`src/dtg_defs.vh`:
```
// Shared constants of the keypad tone generator
`ifndef DTG_DEFS_VH
`define DTG_DEFS_VH

// System clock and tone reference rate, in Hz
`define DTG_CLK_HZ 32'd25000000
`define DTG_REF_HZ 32'd3579545

// Produced tone frequencies, in tenths of a hertz
`define DTG_ROW1_DHZ 32'd7013
`define DTG_ROW2_DHZ 32'd7714
`define DTG_ROW3_DHZ 32'd8572
`define DTG_ROW4_DHZ 32'd9351
`define DTG_COL1_DHZ 32'd12159
`define DTG_COL2_DHZ 32'd13317
`define DTG_COL3_DHZ 32'd14719
`define DTG_COL4_DHZ 32'd16450

// Tone period in reference ticks, rounded to nearest
`define DTG_PERIOD(dhz) ((`DTG_REF_HZ * 32'd10 + (dhz) / 32'd2) / (dhz))

// Staircase codes
`define DTG_SINE_MID 8'h80
`define DTG_OUT_MID 9'h100

// Register byte offsets
`define DTG_OFS_CTRL 4'h0
`define DTG_OFS_STAT 4'h4
`define DTG_OFS_MASK 4'h8
`define DTG_OFS_KEYS 4'hC

// Control fields and reset value
`define DTG_CTRL_TONE_EN 0
`define DTG_CTRL_RST 32'h00000001

// Event bits, shared by status and mask
`define DTG_EV_PRESS 0
`define DTG_EV_RELEASE 1
`define DTG_EV_TONE 2
`define DTG_EV_BAD 3
`define DTG_EV_W 4

`endif

```
`src/dtg_keypad_tone.v`:
```
// Keypad decoder and dual tone generator with register port
//
// Function
// - Keypad lines idle high, pulled low active.
// - Tone suppress low blocks every tone.
// - Key flag pulls low while key pressed.
// - Key flag ignores suppress and lone-tone inputs.
// - Lone-tone block low allows dual tones only.
// - One row plus one column gives dual.
// - One column, no row, gives column tone.
// - Several columns give no column tone.
// - Rows without column give no tone.
// - Two columns plus one row give row.
// - Key sets row and column divider ratios.
// - Stepped sines from ladder, mixed to output.
// - Rows one, two: 701.3 and 771.4 Hz.
// - Rows three, four: 857.2 and 935.1 Hz.
// - Columns one, two: 1215.9 and 1331.7 Hz.
// - Columns three, four: 1471.9 and 1645.0 Hz.
//
// Implementation choices: the register offsets and strobed register access.
`timescale 1ns/10ps
`default_nettype none
`include "dtg_defs.vh"

module dtg_keypad_tone (
    input wire clk_sys,
    input wire rst_n,
    input wire [3:0] row_n,
    input wire [3:0] col_n,
    input wire tone_suppress_n,
    input wire lone_tone_allow,
    output reg key_flag_out_r,
    output reg key_flag_oe_r,
    output reg [8:0] tone_out_r,
    input wire [3:0] reg_addr,
    input wire [31:0] reg_wdata,
    input wire reg_wr,
    input wire reg_rd,
    output reg [31:0] reg_rdata_r,
    output reg irq_r
);

    // Tone periods in reference ticks
    localparam [31:0] P_ROW1 = `DTG_PERIOD(`DTG_ROW1_DHZ);
    localparam [31:0] P_ROW2 = `DTG_PERIOD(`DTG_ROW2_DHZ);
    localparam [31:0] P_ROW3 = `DTG_PERIOD(`DTG_ROW3_DHZ);
    localparam [31:0] P_ROW4 = `DTG_PERIOD(`DTG_ROW4_DHZ);
    localparam [31:0] P_COL1 = `DTG_PERIOD(`DTG_COL1_DHZ);
    localparam [31:0] P_COL2 = `DTG_PERIOD(`DTG_COL2_DHZ);
    localparam [31:0] P_COL3 = `DTG_PERIOD(`DTG_COL3_DHZ);
    localparam [31:0] P_COL4 = `DTG_PERIOD(`DTG_COL4_DHZ);
    localparam [31:0] CTRL_RST = `DTG_CTRL_RST;

    // Selection states
    localparam [1:0] SEL_NONE = 2'b00;
    localparam [1:0] SEL_DUAL = 2'b01;
    localparam [1:0] SEL_COL = 2'b10;
    localparam [1:0] SEL_ROW = 2'b11;

    reg [7:0] line_meta_r;
    reg [7:0] line_sync_r;
    reg [31:0] ref_acc_r;
    reg ref_tick_r;
    reg [1:0] sel_r;
    reg [1:0] sel_nxt;
    reg [1:0] row_idx_r;
    reg [1:0] row_idx_nxt;
    reg [1:0] col_idx_r;
    reg [1:0] col_idx_nxt;
    reg [12:0] row_period;
    reg [12:0] col_period;
    reg any_key_r;
    reg ctrl_tone_en_r;
    reg [`DTG_EV_W-1:0] stat_r;
    reg [`DTG_EV_W-1:0] stat_nxt;
    reg [`DTG_EV_W-1:0] mask_r;
    reg [`DTG_EV_W-1:0] ev;
    reg [2:0] row_cnt;
    reg [2:0] col_cnt;
    integer i;

    wire [3:0] row_act;
    wire [3:0] col_act;
    wire any_key;
    wire sel_change;
    wire row_run;
    wire col_run;
    wire [3:0] row_step;
    wire [3:0] col_step;
    wire [7:0] row_sample;
    wire [7:0] col_sample;
    wire [32:0] ref_sum;

    // two-flop sync of all eight lines
    always @(posedge clk_sys) begin
        if (!rst_n) begin
            line_meta_r <= 8'hFF;
            line_sync_r <= 8'hFF;
        end else begin
            line_meta_r <= {col_n, row_n};
            line_sync_r <= line_meta_r;
        end
    end

    assign row_act = ~line_sync_r[3:0];
    assign col_act = ~line_sync_r[7:4];
    assign any_key = (|row_act) | (|col_act);

    // Count asserted rows and columns
    always @* begin
        row_cnt = 3'd0;
        col_cnt = 3'd0;
        for (i = 0; i < 4; i = i + 1) begin
            row_cnt = row_cnt + {2'b00, row_act[i]};
            col_cnt = col_cnt + {2'b00, col_act[i]};
        end
    end

    // Encode the lowest asserted line of each group
    always @* begin
        row_idx_nxt = 2'd0;
        col_idx_nxt = 2'd0;
        for (i = 3; i >= 0; i = i - 1) begin
            if (row_act[i]) begin
                row_idx_nxt = i[1:0];
            end
            if (col_act[i]) begin
                col_idx_nxt = i[1:0];
            end
        end
    end

    // Pick the tones the key pattern asks for
    always @* begin
        sel_nxt = SEL_NONE;
        // a column is needed for any tone
        if (col_cnt == 3'd0) begin
            sel_nxt = SEL_NONE;
        end else if (col_cnt == 3'd1 && row_cnt == 3'd1) begin
            sel_nxt = SEL_DUAL;
        // one column with no row, or two or more keys in one column
        end else if (col_cnt == 3'd1) begin
            sel_nxt = SEL_COL;
        // two columns and one row give that row alone
        end else if (col_cnt == 3'd2 && row_cnt == 3'd1) begin
            sel_nxt = SEL_ROW;
        end else begin
            sel_nxt = SEL_NONE;
        end
        // single tones need the allow input high
        if (!lone_tone_allow && sel_nxt != SEL_DUAL) begin
            sel_nxt = SEL_NONE;
        end
        if (!tone_suppress_n || !ctrl_tone_en_r) begin
            sel_nxt = SEL_NONE;
        end
    end

    always @(posedge clk_sys) begin
        if (!rst_n) begin
            sel_r <= SEL_NONE;
            row_idx_r <= 2'd0;
            col_idx_r <= 2'd0;
            any_key_r <= 1'b0;
        end else begin
            sel_r <= sel_nxt;
            row_idx_r <= row_idx_nxt;
            col_idx_r <= col_idx_nxt;
            any_key_r <= any_key;
        end
    end

    // A new pattern holds the generators for one cycle so each restarts in phase
    assign sel_change = (sel_nxt != sel_r) || (row_idx_nxt != row_idx_r)
                        || (col_idx_nxt != col_idx_r);

    // generators run only for an active selection
    assign row_run = (sel_r == SEL_DUAL || sel_r == SEL_ROW) && !sel_change;
    assign col_run = (sel_r == SEL_DUAL || sel_r == SEL_COL) && !sel_change;

    // flag drives low while any line is asserted; no gating
    always @(posedge clk_sys) begin
        if (!rst_n) begin
            key_flag_out_r <= 1'b0;
            key_flag_oe_r <= 1'b0;
        end else begin
            key_flag_out_r <= 1'b0;
            key_flag_oe_r <= any_key;
        end
    end

    // Reference tick at the crystal rate, spread evenly over the system clock
    assign ref_sum = {1'b0, ref_acc_r} + {1'b0, `DTG_REF_HZ};

    always @(posedge clk_sys) begin
        if (!rst_n) begin
            ref_acc_r <= 32'h00000000;
            ref_tick_r <= 1'b0;
        end else if (ref_sum >= {1'b0, `DTG_CLK_HZ}) begin
            ref_acc_r <= ref_sum[31:0] - `DTG_CLK_HZ;
            ref_tick_r <= 1'b1;
        end else begin
            ref_acc_r <= ref_sum[31:0];
            ref_tick_r <= 1'b0;
        end
    end

    // decoded key selects the divider ratios
    always @* begin
        case (row_idx_r)
            2'd0: row_period = P_ROW1[12:0];
            2'd1: row_period = P_ROW2[12:0];
            2'd2: row_period = P_ROW3[12:0];
            default: row_period = P_ROW4[12:0];
        endcase
        case (col_idx_r)
            2'd0: col_period = P_COL1[12:0];
            2'd1: col_period = P_COL2[12:0];
            2'd2: col_period = P_COL3[12:0];
            default: col_period = P_COL4[12:0];
        endcase
    end

    dtg_tone_gen u_row_gen (
        .clk_sys(clk_sys),
        .rst_n(rst_n),
        .ref_tick(ref_tick_r),
        .run(row_run),
        .period(row_period),
        .step_r(row_step)
    );

    dtg_tone_gen u_col_gen (
        .clk_sys(clk_sys),
        .rst_n(rst_n),
        .ref_tick(ref_tick_r),
        .run(col_run),
        .period(col_period),
        .step_r(col_step)
    );

    dtg_sine_rom u_row_rom (
        .clk_sys(clk_sys),
        .rst_n(rst_n),
        .en(row_run),
        .idx(row_step),
        .data_r(row_sample)
    );

    dtg_sine_rom u_col_rom (
        .clk_sys(clk_sys),
        .rst_n(rst_n),
        .en(col_run),
        .idx(col_step),
        .data_r(col_sample)
    );

    // mix both groups; an idle group adds midscale
    always @(posedge clk_sys) begin
        if (!rst_n) begin
            tone_out_r <= `DTG_OUT_MID;
        end else begin
            tone_out_r <= {1'b0, row_sample} + {1'b0, col_sample};
        end
    end

    // Events: press, release, tone start, tone lost while a key stays pressed
    always @* begin
        ev = {`DTG_EV_W{1'b0}};
        ev[`DTG_EV_PRESS] = any_key && !any_key_r;
        ev[`DTG_EV_RELEASE] = !any_key && any_key_r;
        ev[`DTG_EV_TONE] = (sel_nxt != SEL_NONE) && (sel_r == SEL_NONE);
        ev[`DTG_EV_BAD] = (sel_nxt == SEL_NONE) && (sel_r != SEL_NONE) && any_key;
    end

    // Write one clears; a new event in the same cycle wins
    always @* begin
        stat_nxt = stat_r;
        if (reg_wr && reg_addr == `DTG_OFS_STAT) begin
            stat_nxt = stat_r & ~reg_wdata[`DTG_EV_W-1:0];
        end
        stat_nxt = stat_nxt | ev;
    end

    // Register writes
    always @(posedge clk_sys) begin
        if (!rst_n) begin
            ctrl_tone_en_r <= CTRL_RST[`DTG_CTRL_TONE_EN];
            mask_r <= {`DTG_EV_W{1'b0}};
            stat_r <= {`DTG_EV_W{1'b0}};
        end else begin
            stat_r <= stat_nxt;
            if (reg_wr) begin
                if (reg_addr == `DTG_OFS_CTRL) begin
                    ctrl_tone_en_r <= reg_wdata[`DTG_CTRL_TONE_EN];
                end else if (reg_addr == `DTG_OFS_MASK) begin
                    mask_r <= reg_wdata[`DTG_EV_W-1:0];
                end
            end
        end
    end

    // Read data stand only in the cycle after the strobe; unmapped reads zero
    always @(posedge clk_sys) begin
        if (!rst_n) begin
            reg_rdata_r <= 32'h00000000;
        end else if (reg_rd) begin
            if (reg_addr == `DTG_OFS_CTRL) begin
                reg_rdata_r <= {31'h00000000, ctrl_tone_en_r};
            end else if (reg_addr == `DTG_OFS_STAT) begin
                reg_rdata_r <= {28'h0000000, stat_r};
            end else if (reg_addr == `DTG_OFS_MASK) begin
                reg_rdata_r <= {28'h0000000, mask_r};
            end else if (reg_addr == `DTG_OFS_KEYS) begin
                reg_rdata_r <= {16'h0000, 2'b00, sel_r, col_idx_r, row_idx_r,
                                col_act, row_act};
            end else begin
                reg_rdata_r <= 32'h00000000;
            end
        end else begin
            reg_rdata_r <= 32'h00000000;
        end
    end

    // Level interrupt while any unmasked status bit is set
    always @(posedge clk_sys) begin
        if (!rst_n) begin
            irq_r <= 1'b0;
        end else begin
            irq_r <= |(stat_nxt & mask_r);
        end
    end

endmodule // dtg_keypad_tone
`default_nettype wire

```
`src/dtg_sine_rom.v`:
```
// Sixteen-step sine table with registered read data
`timescale 1ns/10ps
`default_nettype none
`include "dtg_defs.vh"

module dtg_sine_rom (
    input wire clk_sys,
    input wire rst_n,
    input wire en,
    input wire [3:0] idx,
    output reg [7:0] data_r
);

    reg [7:0] sine_nxt;

    always @* begin
        case (idx)
            4'h0: sine_nxt = 8'h80;
            4'h1: sine_nxt = 8'hB1;
            4'h2: sine_nxt = 8'hDA;
            4'h3: sine_nxt = 8'hF5;
            4'h4: sine_nxt = 8'hFF;
            4'h5: sine_nxt = 8'hF5;
            4'h6: sine_nxt = 8'hDA;
            4'h7: sine_nxt = 8'hB1;
            4'h8: sine_nxt = 8'h80;
            4'h9: sine_nxt = 8'h4F;
            4'hA: sine_nxt = 8'h26;
            4'hB: sine_nxt = 8'h0B;
            4'hC: sine_nxt = 8'h01;
            4'hD: sine_nxt = 8'h0B;
            4'hE: sine_nxt = 8'h26;
            default: sine_nxt = 8'h4F;
        endcase
    end

    // Idle generator parks at midscale
    always @(posedge clk_sys) begin
        if (!rst_n || !en) begin
            data_r <= `DTG_SINE_MID;
        end else begin
            data_r <= sine_nxt;
        end
    end

endmodule // dtg_sine_rom
`default_nettype wire

```
`src/dtg_tone_gen.v`:
```
// Programmable divider stepping one staircase sine
`timescale 1ns/10ps
`default_nettype none

module dtg_tone_gen (
    input wire clk_sys,
    input wire rst_n,
    input wire ref_tick,
    input wire run,
    input wire [12:0] period,
    output reg [3:0] step_r
);

    reg [8:0] cnt_r;
    wire [8:0] base;
    wire [8:0] last;

    // Period spread over 16 steps; the first period[3:0] steps get one extra tick
    assign base = period[12:4];
    assign last = (step_r < period[3:0]) ? base : base - 9'h001;

    always @(posedge clk_sys) begin
        if (!rst_n || !run) begin
            cnt_r <= 9'h000;
            step_r <= 4'h0;
        end else if (ref_tick) begin
            if (cnt_r >= last) begin
                cnt_r <= 9'h000;
                step_r <= step_r + 4'h1;
            end else begin
                cnt_r <= cnt_r + 9'h001;
            end
        end
    end

endmodule // dtg_tone_gen
`default_nettype wire

```
`config.mk`:
```
export PLATFORM = sky130hd
export DESIGN_NAME = dtg_keypad_tone
export DESIGN_NICKNAME = d
export VERILOG_FILES = /design/src/dtg_keypad_tone.v /design/src/dtg_sine_rom.v /design/src/dtg_tone_gen.v
export VERILOG_INCLUDE_DIRS = /design/src
export SDC_FILE = /design/constraint.sdc
export NUM_CORES = 1
export LEC_CHECK = 0
export BUFFER_PORTS_ARGS = -buffer_cell sky130_fd_sc_hd__buf_2
export CORE_MARGIN = 5
export CORE_UTILIZATION = 50
export CTS_CLUSTER_SIZE = 20
export DETAILED_ROUTE_END_ITERATION = 7
export PLACE_DENSITY = 0.73
export SLEW_MARGIN = 20
export SYNTH_ARGS = -nofsm -noshare
export SYNTH_HDL_FRONTEND = slang
export SYNTH_SLANG_ARGS = --single-unit
```
`constraint.sdc`:
```
create_clock -name clk_sys -period 3.5 [get_ports clk_sys]
set_clock_uncertainty 0.2 [all_clocks]
set_input_delay 0.525 -clock clk_sys [delete_from_list [all_inputs] [get_ports clk_sys]]
set_output_delay 0.525 -clock clk_sys [all_outputs]
set_load 0.005 [all_outputs]
```
==> results of run 1 <==
-- repair_timing --
item	4_1_cts	5_1_grt
buffers inserted	0	8
resized for setup	1	14
pin swaps	0	9
endpoints found under the setup margin	1	38
gates cloned	0	0
-- report_power, final --
part	internal, uW	switching [uW]
Combinational	1100	1280
Sequential	1650	226
Clock	1080	753
-- cell families after synthesis --
| logic type | after synthesis | share of synthesized area (%) |
|---|---|---|
| other | 1 | 0.0493 |
| AOI/OAI and AO/OA | 186 | 17.4 |
| muxes | 12 | 1.61 |
| and+or+nand+nor | 345 | 24.1 |
| adders and majority gates | 55 | 9.35 |
| DFF | 131 | 34.5 |
| xor gates and xnor gates | 58 | 7.03 |
| buffers and inverters | 89 | 5.91 |
-- synthesized netlist by cell type, types with 6 or more instances --
master	count	share of area, %
a211o_1	6	0.69
a211oi_1	16	1.6
a21o_1	9	0.89
a21oi_1	47	3.1
and2_1	14	1.2
and3_1	10	0.82
buf_4	21	2.1
clkbuf_1	24	1.2
dfxtp_1	131	34
ha_1	52	8.6
inv_1	33	1.6
mux2i_1	10	1.3
nand2_1	62	3.1
nand2b_1	30	2.5
nand3_1	26	1.7
nand4_1	16	1.3
nor2_1	96	4.7
nor2b_1	11	0.90
nor3_1	28	1.8
o2111ai_1	6	0.69
o211ai_1	7	0.69
o21a_1	9	0.89
o21ai_0	29	1.9
o21ai_1	7	0.46
or3_1	8	0.66
xnor2_1	33	3.8
xor2_1	23	2.6
-- per-layer routing --
| metal | vias up | global-route usage [%] | share of wire (%) |
|---|---|---|---|
| met1 | 2979 | 23.3 | 47 |
| li1 | 3227 | - | - |
| met2 | 106 | 30.2 | 49 |
| met5 | - | 0 | 0 |
| met3 | 23 | 3.74 | 3.0 |
| met4 | 0 | 5.49 | 1.3 |
-- flip-flops by register name, summed over array words and instances (netlist names), 9 cells and up --
register / flops
ref_acc_r: 32
u_row_gen.cnt_r: 9
reg_rdata_r: 14
u_col_gen.cnt_r: 9
tone_out_r: 9
-- through the flow --
step / worst slack, ps / power, uW
2_1_floorplan: 122 / 3610
5_1_grt: -15.0 / 6430
6_report: 168 / 6090
4_1_cts: 79.5 / 6000
3_3_place_gp: 88.1 / 4100
3_5_place_dp: 31.6 / 4130
-- layout make-up --
class | instances | area share (%)
clock buffer | 17 | 4.79
clock inverter | 15 | 2.09
inverter | 34 | 1.44
multi-input combinational | 675 | 52.5
sequential | 131 | 29.6
tap | 188 | 2.65
timing repair buffer | 96 | 6.97
-- path summary, 6_finish.rpt --
| path | startpoint | endpoint | slack [ps] | cells after the start |
|---|---|---|---|---|
| setup / recovery | line_sync_r[4]$_SDFF_PN1_ | u_row_rom.data_r[7]$_SDFF_PP1_ | 170 | 12 |
| setup reg to reg | line_sync_r[4]$_SDFF_PN1_ | u_row_rom.data_r[7]$_SDFF_PP1_ | 170 | 12 |
| hold / removal | col_n[3] | line_meta_r[7]$_SDFF_PN1_ | 80 | 2 |
| hold reg to reg | line_meta_r[5]$_SDFF_PN1_ | line_sync_r[5]$_SDFF_PN1_ | 210 | 1 |
==> summary.md, run 1 <==
| Metric | Value |
|---|---|
| Outcome | `completed` |
| Commonest non-fill, non-tap cell in the layout | `dfxtp_1` |
| Ys flop type | `dfxtp_1` |
| IO buf count | `46` |
| Pwr/cell area | `687 nW/um2` |
| YS warnings | `0` |
| Hold buffer count at cts | `0` |
| Number of synthesized register bits | `131` |
| Fin crit share | `95.2%` |
| Critical-path cell list | `fa_1 -> inv_1 -> ha_1 -> ha_1 -> nor2_1 -> nor3_2 -> nand4_1 -> xnor2_1 -> nor4_2 -> o2111ai_1 -> buf_4 -> or2_2` |
| CTS buffer count | `17` |
| Largest net degree at the start of global routing | `48` |
| Crit-path slowest cell | `fa_1` |
| Vias in the first global route | `roughly 5.7k` |
| Post-synth ARST share | `0%` |
| Final hold slack | `~80 ps` |
| Sink Count | `131` |
| Hold Crit Class | `input port to flip-flop` |
| CP delay by family, top | `adder cells` |
| Gp weighted congestion | `approximately 0.84` |
| Setup TNS | `0 ps` |
| Leak | `0.00372 uW` |
| Die Y | `133 um` |
| Cells after Synth | `between 800 and 900` |
| CTS tree | `done` |
| Final Cell Area | `8870 um2` |
| Fin cells | `1156` |
| Total Wirelength | `16000 um` |
| DIE WIDTH | `about 130 um` |
| Worst-Margin Slew | `575 ps` |
| VDD IR max | `0.488 mV` |
| Drt wl/cell | `between 10 and 15 um` |
| Final setup violation count | `0` |
| Synth cell types | `90` |
| CP Capture Type | `flip-flop` |
| Clock transition at the registers of the reported paths | `60 ps` |
| Worst slew margin | `about three fifths` |
| Clk_lat worst skew | `420 ps` |
| Share of layout cells above drive strength 1 | `between 10% and 20%` |
| Via density | `5.48` |
| CP Max Fanout | `13` |
| Maximum clock rate | `300 MHz` |
| Multi-input logic area | `between 4000 and 5000 um2` |
| Root buffer selected by CTS | `clkbuf_16` |
| Grt ovf | `0` |
| Worst path buffer plus inverter count | `2` |
| Fill count | `1308` |
| Fin. max-slew vios | `0` |
| Initial antenna violation count | `0` |
| Post-DP HPWL | `11200 um` |
| # Max-Cap Violations | `0` |
| Diodes inserted | `0` |
| WP data arrival | `3430 ps` |
| H-tree levels | `4` |
| Placed inst area | `8140 um2` |
| Leading cell types in the layout, fill and taps excluded | `dfxtp_1, nor2_1, nand2_1, ha_1, buf_4` |
| Synthesized cell area | `7600 um2` |
| Drt drc | `0` |
| Final Hold Fails | `0` |
| Rows | `between 40 and 50` |
| Core Region | `15000 um2` |
| FF+latch area | `2630 um2` |
| GRT Util Overall | `approximately 18%` |
| Final Core Density | `59.0%` |
| Area growth, synth to finish | `16.7%` |
| CTS max path bufs | `2` |
| Worst Setup Start Kind | `flip-flop` |
| # IOs | `94` |
| CP required | `3600 ps` |
| Antenna Nets Post-Route | `0` |
| Placed Cells incl. Taps | `1116` |
| EDFF count, synth | `0` |
| Setup CP Type | `flip-flop to flip-flop` |
| CP peak stage delay | `roughly 530 ps` |
| Die Footprint | `17800 um2` |
| DRT iter0 DRCs | `299` |
| Detailed-router iteration count before antenna repair | `5` |
| Starting density of the core | `around 50%` |
| Post-synthesis area per instance | `a little under 9 um2` |
| Final Critical Period | `3330 ps` |
| Nets@finish | `around 1.1k` |
| Crit path top cell by count | `ha_1` |
| Seq/Total Area, Yosys | `34.5%` |
| First-pass GRT wire length | `between 20000 and 30000 um` |
| Via Count | `6335` |
Power figures use the tool's default switching activity.
==> run 2, diff against run 1 <==
PLACE_DENSITY = 0.72   (was 0.73)
SYNTH_HIERARCHICAL = 1   (was unset)
==> summary.md, run 2 <==
| Metric | Value |
|---|---|
| Critical-path cell list | `ha_4 -> inv_2 -> ha_4 -> nor3_2 -> nor2_2 -> nand3_2 -> nor4b_4 -> xnor2_1 -> ha_1 -> a21oi_2 -> o21ai_4 -> a221oi_4 -> mux2i_1 -> nor2_1` |
| Final setup violation count | `0` |
| Die Footprint | `19800 um2` |
| Largest net degree at the start of global routing | `40` |
| Nets@finish | `roughly 1.3k` |
| CP Capture Type | `flip-flop` |
| Worst-Margin Slew | `789 ps` |
| Hold buffer count at cts | `0` |
| Ys flop type | `dfxtp_1` |
| Hold path cells | `2` |
| CP delay by family, top | `adder cells` |
| Core Region | `around 17000 um2` |
| First-pass GRT wire length | `32200 um` |
| Die Y | `141 um` |
| Worst path buffer plus inverter count | `1` |
| Vias in the first global route | `7071` |
| VDD IR max | `0.397 mV` |
| Largest register by flop count | `ref_acc_r` |
| Rows | `47` |
| Fill count | `roughly 1.4k` |
| Area leader, netlist | `dfxtp_1` |
| Detailed-router iteration count before antenna repair | `5` |
| Worst slew margin | `47.4%` |
| DIE WIDTH | `141 um` |
| Share of layout cells above drive strength 1 | `23.9%` |
| # Max-Cap Violations | `0` |
| EDFF count, synth | `0` |
| Diodes inserted | `0` |
| Cells after Synth | `1001` |
| Outcome | `completed` |
| Post-synthesis area per instance | `approximately 8.6 um2` |
| Gp weighted congestion | `0.854` |
| Fin cells | `1381` |
| R2R Path End | `u_row_gen/step_r[1]$_SDFFE_PP0P_` |
| Hold path startpoint | `col_n[3]` |
| CTS max path bufs | `2` |
| Crit Reg-Reg Startpoint | `row_idx_r[1]$_SDFF_PN0_` |
| Post-synth ARST share | `0%` |
| Final Critical Period | `3490 ps` |
| Fin. max-slew vios | `0` |
| RSZ-0062 raised after global routing | `true` |
| Seq/Total Area, Yosys | `30.6%` |
| Antenna Nets Post-Route | `0` |
| Root buffer selected by CTS | `clkbuf_16` |
| Commonest cells in the netlist | `dfxtp_1, nor2_1, nand2_1` |
| CTS tree | `done` |
| Final Cell Area | `10500 um2` |
| Grt ovf | `0` |
| Setup CP Type | `flip-flop to flip-flop` |
| CP peak stage delay | `470 ps` |
| Top-count cell post-synth | `dfxtp_1` |
| Crit path top cell by count | `ha_4` |
| DRT iter0 DRCs | `394` |
| CP required | `3610 ps` |
| Post-DP HPWL | `~14000 um` |
| Drt wl/cell | `14.2 um` |
| YS warnings | `6` |
| CP startpoint | `row_idx_r[1]$_SDFF_PN0_` |
| Via density | `5.39` |
| Number of synthesized register bits | `131` |
| Drt drc | `0` |
| Reg-to-reg setup timing slack | `10 ps` |
| Crit-path slowest cell | `a221oi_4` |
| CP Max Fanout | `7` |
| Routing usage on met1 | `about a quarter` |
| Clock transition at the registers of the reported paths | `about 60 ps` |
| Synthesized cell area | `8560 um2` |
| Worst hold endpoint | `line_meta_r[7]$_SDFF_PN1_` |
| Leading cell types in the layout, fill and taps excluded | `dfxtp_1, nor2_1, buf_4, nand2_1, ha_1` |
| Maximum clock rate | `287 MHz` |
| # IOs | `94` |
| Clk_lat worst skew | `420 ps` |
| H-tree levels | `4` |
| Total Wirelength | `19600 um` |
| Top cells by area, synth | `dfxtp_1, ha_1, nor2_1` |
| Synth cell types | `92` |
| Top Usage Layer GRT | `met2` |
| Pwr/cell area | `613 nW/um2` |
| Commonest non-fill, non-tap cell in the layout | `dfxtp_1` |
| Initial antenna violation count | `0` |
| CTS buffer count | `17` |
| IO buf count | `46` |
| GRT met2 Usage | `between 30% and 40%` |
| Area growth, synth to finish | `22.9%` |
| Hold Crit Class | `input port to flip-flop` |
| Final Hold Fails | `0` |
| GRT Util Overall | `19.3%` |
| Final total power | `between 6000 and 7000 uW` |
| Placed inst area | `9570 um2` |
| Share of the synthesized area in the top cell type | `30.6%` |
| R2R cell count | `14` |
| Via Count | `7437` |
| Final Core Density | `63.0%` |
| Top flop regs | `ref_acc_r x32, reg_rdata_r x14` |
| WP data arrival | `3600 ps` |
| Sink Count | `about 130` |
| Placed Cells incl. Taps | `1341` |
| Setup TNS | `0 ps` |
| Leak | `around 0.0044 uW` |
| Worst Setup Start Kind | `flip-flop` |
| M3 GR Usage | `under 10%` |
| Starting density of the core | `51.3%` |
| Fin crit share | `about 100%` |
| Number of flip-flops in the largest register | `32` |
run 2: worst max-delay path by stage:
stage,endpoint,slack [ps],cells after the start
2_1_floorplan,ref_acc_r[31]$_SDFF_PN0_,20,11
3_3_place_gp,ref_acc_r[27]$_SDFF_PN0_,3,11
3_5_place_dp,ref_acc_r[27]$_SDFF_PN0_,-40,11
4_1_cts,u_row_gen/step_r[1]$_SDFFE_PP0P_,2,14
5_1_grt,u_row_gen/step_r[1]$_SDFFE_PP0P_,-200,14
6_report,u_row_gen/step_r[1]$_SDFFE_PP0P_,10,14
run 2: logic make-up after synthesis:
family          share of synthesized area (%)
compound gates                           17.7
xor+xnor                                 7.31
simple gates                             24.7
buf+inv                                  5.99
fa+ha+maj                                10.8
other cells                            0.0877
mux                                      2.81
flops                                    30.6
run 2: what timing repair did:
action | in CTS | in global routing
setup buffers | 2 | 6
pin swaps | 3 | 26
resized for setup | 4 | 64
endpoints found under the setup margin | 23 | 60
cloned | 0 | 0
run 2: per-stage QoR:
step           worst slack (ps)  hold slack [ps]
3_5_place_dp              -38.7              195
4_1_cts                    2.04             65.0
2_1_floorplan              17.5              186
5_1_grt                    -197             73.2
3_3_place_gp               2.60              187
6_report                   9.63             78.2
run 2: area by class of cell:
class	instances	area, um2	area share (%)
Multi-Input combinational cell	808	5860	55.7
Inverter	51	196	1.87
Clock buffer	19	443	4.21
Timing Repair Buffer	139	940	8.93
Clock inverter	13	174	1.65
Tap cell	220	275	2.62
Sequential cell	131	2630	25.0
run 2: worst register-to-register path, cell delays in order (launching register included):
cell      delay [ps]
dfxtp_4          400
ha_4             180
inv_2             50
ha_4             260
nor3_2            50
nor2_2           180
nand3_2          160
nor4b_4          300
xnor2_1          120
ha_1             370
a21oi_2          210
o21ai_4          100
a221oi_4         470
mux2i_1          280
nor2_1            70
run 2: metal layers:
| layer | wire, um | vias up |
|---|---|---|
| met3 | 798 | 42 |
| met4 | 450 | 0 |
| met5 | 0 | - |
| met1 | 8750 | 3491 |
| met2 | 9570 | 157 |
| li1 | - | 3747 |
run 2: power breakdown:
| part | switching [uW] | total, uW | internal [uW] |
|---|---|---|---|
| sequential | 185 | 1840 | 1650 |
| combinational | 1410 | 2750 | 1340 |
| clock | 706 | 1860 | 1150 |
| total | 2300 | 6450 | 4150 |
